**src/common/mtc_defines.vh**
```
// constants for the meter trigger controller
`ifndef MTC_DEFINES_VH
`define MTC_DEFINES_VH
`define MTC_OFS_CTRL 12'h000
`define MTC_OFS_SRC 12'h004
`define MTC_OFS_COUNT 12'h008
`define MTC_OFS_DELAY 12'h00c
`define MTC_OFS_RJ 12'h010
`define MTC_OFS_IFACE 12'h014
`define MTC_OFS_CMD 12'h018
`define MTC_OFS_STATUS 12'h01c
`define MTC_MODE_AUTO 2'h0
`define MTC_MODE_IMM 2'h1
`define MTC_MODE_SINGLE 2'h2
`define MTC_SRC_PANEL 2'h0
`define MTC_SRC_IMM 2'h1
`define MTC_SRC_EXT 2'h2
`define MTC_SRC_BUS 2'h3
`define MTC_COUNT_RST 11'h001
`define MTC_COUNT_MAX 11'h7d0
`define MTC_DELAY_MAX 12'he10
`define MTC_GPIB_RST 5'h16
`define MTC_RJ_SIM_RST 8'h19
`define MTC_DONE_NS 100
`define MTC_CLK_NS 25
`define MTC_DONE_CYC 3'h4
`endif

```
**src/design/mtc_top.v**
```verilog
// trigger and reading sequencing controller with ahb-lite registers
`timescale 1ns/100ps
`include "mtc_defines.vh"
module mtc_top (
    input wire hclk,
    input wire hresetn,
    input wire hsel,
    input wire [11:0] haddr,
    input wire [1:0] htrans,
    input wire hwrite,
    input wire [2:0] hsize,
    input wire [31:0] hwdata,
    input wire hready,
    output reg hreadyout,
    output reg hresp,
    output reg [31:0] hrdata,
    input wire trig_key,
    input wire panel_auto_key,
    input wire panel_iface_usb,
    input wire panel_iface_gpib,
    input wire panel_addr_we,
    input wire [4:0] panel_addr,
    input wire diode_cont_sel,
    input wire [7:0] rj_real_temp,
    input wire ext_trig_n,
    input wire meas_done,
    output reg meas_start,
    output reg measurement_done_output_n,
    output reg trig_ready,
    output reg ext_ind,
    output reg usb_en,
    output reg gpib_en,
    output reg [4:0] gpib_addr,
    output reg reference_junction_source,
    output reg [7:0] rj_temp
);
    localparam ST_IDLE = 2'h0;
    localparam ST_WAIT = 2'h1;
    localparam ST_MEAS = 2'h2;
    reg [1:0] state;
    reg [1:0] mode;
    reg [1:0] src;
    reg [10:0] count;
    reg delay_auto;
    reg [11:0] delay_s;
    reg [7:0] rj_sim;
    reg [10:0] left;
    reg ext_s1, ext_s2, ext_s3;
    reg key_d;
    reg bus_trig;
    reg [2:0] done_cnt;
    reg dp_wr;
    reg [11:0] dp_addr;
    wire ext_fall;
    wire key_rise;
    wire event_in;
    wire fire;
    reg [31:0] next_rdata;

    assign ext_fall = ext_s3 & ~ext_s2;
    assign key_rise = trig_key & ~key_d;
    // pick event by source: imm always, ext edge, bus command, or panel key in single mode (panel otherwise always)
    assign event_in = (src == `MTC_SRC_EXT) ? ext_fall :
                      (src == `MTC_SRC_BUS) ? bus_trig :
                      (src == `MTC_SRC_IMM) ? 1'b1 :
                      (mode == `MTC_MODE_SINGLE) ? key_rise :
                      1'b1;
    assign fire = (state == ST_WAIT) & event_in;

    always @(posedge hclk or negedge hresetn) begin
        if (!hresetn) begin
            ext_s1 <= 1'b1;
            ext_s2 <= 1'b1;
            ext_s3 <= 1'b1;
            key_d <= 1'b0;
        end else begin
            ext_s1 <= ext_trig_n;
            ext_s2 <= ext_s1;
            ext_s3 <= ext_s2;
            key_d <= trig_key;
        end
    end

    // ahb-lite slave, zero wait states
    always @* begin
        next_rdata = 32'h00000000;
        case (haddr)
            `MTC_OFS_CTRL: next_rdata = {30'h0, mode};
            `MTC_OFS_SRC: next_rdata = {30'h0, src};
            `MTC_OFS_COUNT: next_rdata = {21'h0, count};
            `MTC_OFS_DELAY: next_rdata = {19'h0, delay_auto, delay_s};
            `MTC_OFS_RJ: next_rdata = {15'h0, reference_junction_source, rj_real_temp, rj_sim};
            `MTC_OFS_IFACE: next_rdata = {25'h0, gpib_en, usb_en, gpib_addr};
            `MTC_OFS_STATUS: next_rdata = {27'h0, diode_cont_sel, ext_ind, trig_ready, state};
            default: next_rdata = 32'h00000000;
        endcase
    end

    always @(posedge hclk or negedge hresetn) begin
        if (!hresetn) begin
            hreadyout <= 1'b1;
            hresp <= 1'b0;
            hrdata <= 32'h00000000;
            dp_wr <= 1'b0;
            dp_addr <= 12'h000;
        end else begin
            hreadyout <= 1'b1;
            hresp <= 1'b0;
            dp_wr <= hsel & hready & htrans[1] & hwrite;
            if (hsel & hready & htrans[1]) begin
                dp_addr <= haddr;
            end
            if (hsel & hready & htrans[1] & ~hwrite) begin
                hrdata <= next_rdata;
            end
        end
    end

    // configuration registers, volatile
    always @(posedge hclk or negedge hresetn) begin
        if (!hresetn) begin
            mode <= `MTC_MODE_AUTO;
            src <= `MTC_SRC_PANEL;
            count <= `MTC_COUNT_RST;
            delay_auto <= 1'b1;
            delay_s <= 12'h000;
            rj_sim <= `MTC_RJ_SIM_RST;
            reference_junction_source <= 1'b0;
            bus_trig <= 1'b0;
            usb_en <= 1'b1;
            gpib_en <= 1'b0;
            gpib_addr <= `MTC_GPIB_RST;
        end else begin
            bus_trig <= 1'b0;
            if (panel_auto_key) begin
                mode <= `MTC_MODE_AUTO;
                src <= `MTC_SRC_PANEL;
            end else if (key_rise && src == `MTC_SRC_PANEL && !diode_cont_sel) begin
                mode <= `MTC_MODE_SINGLE;
            end
            if (dp_wr) begin
                case (dp_addr)
                    `MTC_OFS_CTRL: begin
                        if (hwdata[1:0] == `MTC_MODE_AUTO || hwdata[1:0] == `MTC_MODE_IMM) begin
                            mode <= hwdata[1:0];
                        end else if (hwdata[1:0] == `MTC_MODE_SINGLE && !diode_cont_sel) begin
                            mode <= hwdata[1:0];
                        end
                    end
                    `MTC_OFS_SRC: begin
                        src <= hwdata[1:0];
                        if (hwdata[1:0] != `MTC_SRC_PANEL) begin
                            mode <= `MTC_MODE_IMM;
                        end
                    end
                    `MTC_OFS_COUNT: begin
                        if (hwdata[10:0] != 11'h000 && hwdata[31:11] == 21'h0 && hwdata[10:0] <= `MTC_COUNT_MAX) begin
                            count <= hwdata[10:0];
                        end
                    end
                    `MTC_OFS_DELAY: begin
                        delay_auto <= hwdata[12];
                        if (hwdata[11:0] <= `MTC_DELAY_MAX) begin
                            delay_s <= hwdata[11:0];
                        end
                    end
                    `MTC_OFS_RJ: begin
                        rj_sim <= hwdata[7:0];
                        reference_junction_source <= hwdata[16];
                    end
                    `MTC_OFS_CMD: bus_trig <= hwdata[0];
                    default: bus_trig <= 1'b0;
                endcase
            end
            // interface choice and address from panel only
            if (panel_iface_usb) begin
                usb_en <= 1'b1;
                gpib_en <= 1'b0;
            end else if (panel_iface_gpib) begin
                usb_en <= 1'b0;
                gpib_en <= 1'b1;
            end
            if (panel_addr_we) begin
                gpib_addr <= panel_addr;
            end
        end
    end

    // reading sequencer
    always @(posedge hclk or negedge hresetn) begin
        if (!hresetn) begin
            state <= ST_IDLE;
            left <= 11'h000;
            meas_start <= 1'b0;
            trig_ready <= 1'b0;
            ext_ind <= 1'b0;
            rj_temp <= 8'h00;
            done_cnt <= 3'h0;
            measurement_done_output_n <= 1'b1;
        end else begin
            meas_start <= 1'b0;
            ext_ind <= (src == `MTC_SRC_EXT);
            rj_temp <= reference_junction_source ? rj_sim : rj_real_temp;
            case (state)
                ST_IDLE: begin
                    state <= ST_WAIT;
                end
                ST_WAIT: begin
                    if (fire) begin
                        left <= count;
                        meas_start <= 1'b1;
                        state <= ST_MEAS;
                    end
                end
                ST_MEAS: begin
                    if (meas_done) begin
                        if (left > 11'h001) begin
                            left <= left - 11'h001;
                            meas_start <= 1'b1;
                        end else begin
                            left <= 11'h000;
                            state <= ST_WAIT;
                        end
                    end
                end
                default: state <= ST_IDLE;
            endcase
            trig_ready <= (state == ST_WAIT) & ~fire;
            if (state == ST_MEAS && meas_done) begin
                done_cnt <= `MTC_DONE_CYC;
                measurement_done_output_n <= 1'b0;
            end else if (done_cnt > 3'h1) begin
                done_cnt <= done_cnt - 3'h1;
            end else begin
                done_cnt <= 3'h0;
                measurement_done_output_n <= 1'b1;
            end
        end
    end
endmodule

```
**config.mk**
```make
export PLATFORM = sky130hd
export DESIGN_NAME = mtc_top
export DESIGN_NICKNAME = d
export VERILOG_FILES = /design/src/design/mtc_top.v
export VERILOG_INCLUDE_DIRS = /design/src /design/src/common
export SDC_FILE = /design/constraint.sdc
export NUM_CORES = 1
export LEC_CHECK = 0
export ABC_CLOCK_PERIOD_IN_PS = 2400
export BUFFER_PORTS_ARGS = -buffer_cell sky130_fd_sc_hd__buf_2
export CAP_MARGIN = 20
export CELL_PAD_IN_SITES_DETAIL_PLACEMENT = 1
export CELL_PAD_IN_SITES_GLOBAL_PLACEMENT = 2
export CORE_MARGIN = 2
export CORE_UTILIZATION = 35
export CTS_BUF_LIST = sky130_fd_sc_hd__clkbuf_8
export DETAILED_ROUTE_END_ITERATION = 8
export PLACE_DENSITY_LB_ADDON = 0.05
export SLEW_MARGIN = 30
export SYNTH_ARGS = -nofsm -noshare
export SYNTH_HDL_FRONTEND = slang
export SYNTH_SLANG_ARGS = --single-unit
```
**constraint.sdc**
```tcl
create_clock -name hclk -period 2.4 [get_ports hclk]
set_input_delay 0 -clock hclk [delete_from_list [all_inputs] [get_ports hclk]]
set_output_delay 0 -clock hclk [all_outputs]
set_load 0.1 [all_outputs]
```
==> key figures <==
Die
  – Core area: 0.0146 mm^2
  – Die Wd: about 130 um
  – Chip Height: ~130 um
  – Placement Rows: 44
  – Die area: between 0.015 and 0.02 mm^2
  – I/O Pins: between 100 and 150
  – Starting Density: 35.9%

Yosys
  – Syn Std Cell Area: between 0.005 and 0.006 mm^2
  – Synth area leaders: dfrtp_1 (45%), mux2_2 (11%), dfstp_2 (6.5%)
  – EDFF count, synth: 0
  – Register area share after synthesis: 51.5%
  – Synth Instances: between 400 and 500
  – Yosys warnings: 0
  – Mean Syn Cell Area: between 10 and 15 um^2
  – FFs w/ async S/R, synth: 100%
  – Yosys top cell area share: between 40 and 50%
  – Most used DFF post-synth: dfrtp_1
  – #FFs+latches synth: ~110
  – Synth cell types: 60
  – Area leader, netlist: dfrtp_1

Hold path
  – Hold Path Class: primary input to flip-flop
  – Hold endpoint: mode[1]$_DFF_PN0_
  – Min-delay src: diode_cont_sel
  – Worst Hold Path Cells: 4

Job
  – Max cap viols: 0

Placement
  – IO buf count: roughly 110
  – Routability congestion estimate: between 0.8 and 0.9
  – HPWL Detailed: roughly 11000 um
  – Dpl cells: 760
  – Dpl cell area: between 0.006 and 0.007 mm^2

Worst setup path
  – Worst r2r src: dp_addr[1]$_DFFE_PN0P_
  – Reg-to-reg endpoint: rj_sim[6]$_DFFE_PN0P_
  – WP data required: roughly 2.7 ns
  – CP Class: flip-flop to flip-flop
  – R2R setup slack: slightly below 0.2 ns
  – Worst EP arrival: between 2 and 2.5 ns
  – Setup crit start kind: flip-flop
  – Crit end category: flip-flop
  – CP max stage cell: or3b_2
  – Worst stage delay on the critical path: ~0.54 ns
  – Crit Path Max Fanout: 9
  – CP top delay family: simple AND/OR/NAND/NOR gates
  – Worst R2R Path Depth: 6
  – Crit path cell chain: nor4b_1 -> nand3_1 -> or3b_2 -> nor2_2 -> buf_12 -> mux2_2
  – Critical path buffers and inverters: 1

Pwr
  – P_sw: ~1.9 mW
  – Reg power frac: a little over two fifths
  – Switching share of power: around 38%
  – Power Internal: approximately 3.1 mW
  – Power share of the clock group: between 20 and 25%
  – Peak supply drop: 326 uV
  – Combinational power share: 34.0%
  – Pleak: 3.14 nW
  – Pwr dens: 731 mW/mm^2
  – Total power: around 4.9 mW

Final layout
  – Most frequent cells in the layout: buf_2 (106), dfrtp_1 (94), dlygate4sd3_1 (52)
  – Ratio of cells with drive above 1 in the final layout: ~35%
  – Fill cell count: between 1500 and 2000
  – Finished Layout Cells: 829
  – Ant. Diodes: 0
  – Area grow syn2layout: 29.0%
  – Cell area after layout: 0.00675 mm^2
  – Core Util, Final: roughly 46%
  – Nets: roughly 720
  – Leading cell type in the layout, fill and taps excluded: buf_2

Clocking
  – Clk root buf: clkbuf_8
  – TritonCTS buffer count: 9
  – Worst skew pair latency: roughly 0.38 ns
  – Clock transition at the registers of the reported paths: approximately 0.10 ns
  – Max H-tree Level: 3
  – CTS sink cnt: about 110
  – CTS tree: yes
  – Clock Tree Buf Depth: 2

GRT
  – First-pass GRT wire length: roughly 25000 um
  – Largest net degree at the start of global routing: 80
  – Total gr overflow: 0
  – Total GRT Usage: about a fifth
  – Vias in the first global route: between 4000 and 5000
  – Initial antenna violation count: 0

Route
  – Number of remaining DRC errors: 0
  – Vias: 4274
  – Avg WL per Cell: about 19 um
  – Final antenna-violating net count: 0
  – Total iterations of the first detailed-routing run: 6
  – Vias/cell: between 5 and 6
  – Iter 0 DRT Violations: approximately 230
  – Post-detailed-routing wire length: around 16000 um

STA
  – Setup TNS Final: 0 ns
  – Unrepaired setup endpoints after global routing: false
  – Final Hold Viols: 0
  – Tmin final: around 2.2 ns
  – # setup viols final: 0
  – Worst Clk Skew: approximately 0.013 ns
  – Peak Freq: between 0.4 and 0.5 GHz
  – Max-slew violations: 0
  – Final period util: approximately 90%

Status
  – Status: completed
## stage by stage
stage	hold slack, ns	worst slack [ns]
4_1_cts	0.000780	0.148
3_5_place_dp	-0.0446	0.172
2_1_floorplan	-0.296	0.310
5_1_grt	0.0486	0.0277
3_3_place_gp	-0.0454	0.176
6_report	0.0527	0.198
## registers in the layout (all words and copies together), names as in the netlist, 2 cells and up
signal	count
dp_addr	12
state	2
mode	2
gpib_addr	5
left	11
delay_s	12
rj_temp	8
rj_sim	8
count	11
hrdata	17
src	2
done_cnt	3
## area by class of cell
type,count,area [um^2],area share (%)
Clock buffer,10,138,2.04
Sequential cell,107,2690,39.9
Timing Repair Buffer,179,1230,18.3
Tap cell,184,230,3.41
Clock inverter,6,52.6,0.779
Inverter,17,63.8,0.946
Multi-Input combinational cell,326,2340,34.6
## power by group through the flow
stage               combinational [mW]  clock, mW  sequential [mW]
floorplan                        0.908          0             2.36
global placement                  1.58          0             2.18
detailed placement                1.61          0             2.18
CTS                               1.68       1.16             2.15
global route                      1.84       1.24             2.18
finish                            1.68       1.11             2.15
## cell families after synthesis
group | Yosys count | synth area share [%]
multiplexers | 66 | 15.2
AND/OR/NAND/NOR | 134 | 12.9
AO/OA/AOI/OAI | 102 | 13.5
adder cells (fa/ha/maj) | 7 | 1.67
other | 2 | 0.144
flip-flops | 107 | 51.5
buffers and inverters | 49 | 5.05
## worst max path at each step
stage / depth (start not counted) / endpoint / slack [ns] / from
4_1_cts: 6 / rj_sim[6]$_DFFE_PN0P_ / 0.15 / dp_addr[7]$_DFFE_PN0P_
5_1_grt: 6 / rj_sim[6]$_DFFE_PN0P_ / 0.03 / dp_addr[1]$_DFFE_PN0P_
3_5_place_dp: 6 / rj_sim[6]$_DFFE_PN0P_ / 0.17 / dp_addr[7]$_DFFE_PN0P_
3_3_place_gp: 6 / rj_sim[7]$_DFFE_PN0P_ / 0.18 / dp_addr[1]$_DFFE_PN0P_
2_1_floorplan: 5 / reference_junction_source$_DFFE_PN0P_ / 0.31 / dp_addr[1]$_DFFE_PN0P_
6_report: 6 / rj_sim[6]$_DFFE_PN0P_ / 0.20 / dp_addr[1]$_DFFE_PN0P_
## synth_stat cells, drive strengths merged, types with 12 or more instances
cell,number
nand2,44
a22oi,12
dfrtp,94
clkbuf,12
nor2,30
inv,16
o21ai,32
buf,20
mux2,59
a21oi,12
nor4,13
dfstp,13
## per-layer routing
metal  share of wire [%]  GRT usage [%]  up-vias
li1                    -              -     2022
met1                  45           26.6     2127
met2                  50           35.0      105
met3                 4.2           4.08       20
met4                 1.6           5.30        0
met5                   0              0        -
## worst reg2reg max path: stages, from the launching register on
cell,delay (ns)
dfrtp_1,0.39
nor4b_1,0.30
nand3_1,0.23
or3b_2,0.54
nor2_2,0.14
buf_12,0.15
mux2_2,0.34
## repair_timing
action	CTS	global route
hold buffers	51	1
setup endpoints to repair	0	14
resized for setup	0	1
setup buffers	0	1
hold endpoints to repair	162	1
Note: power is estimated with default switching activity, not from simulation.
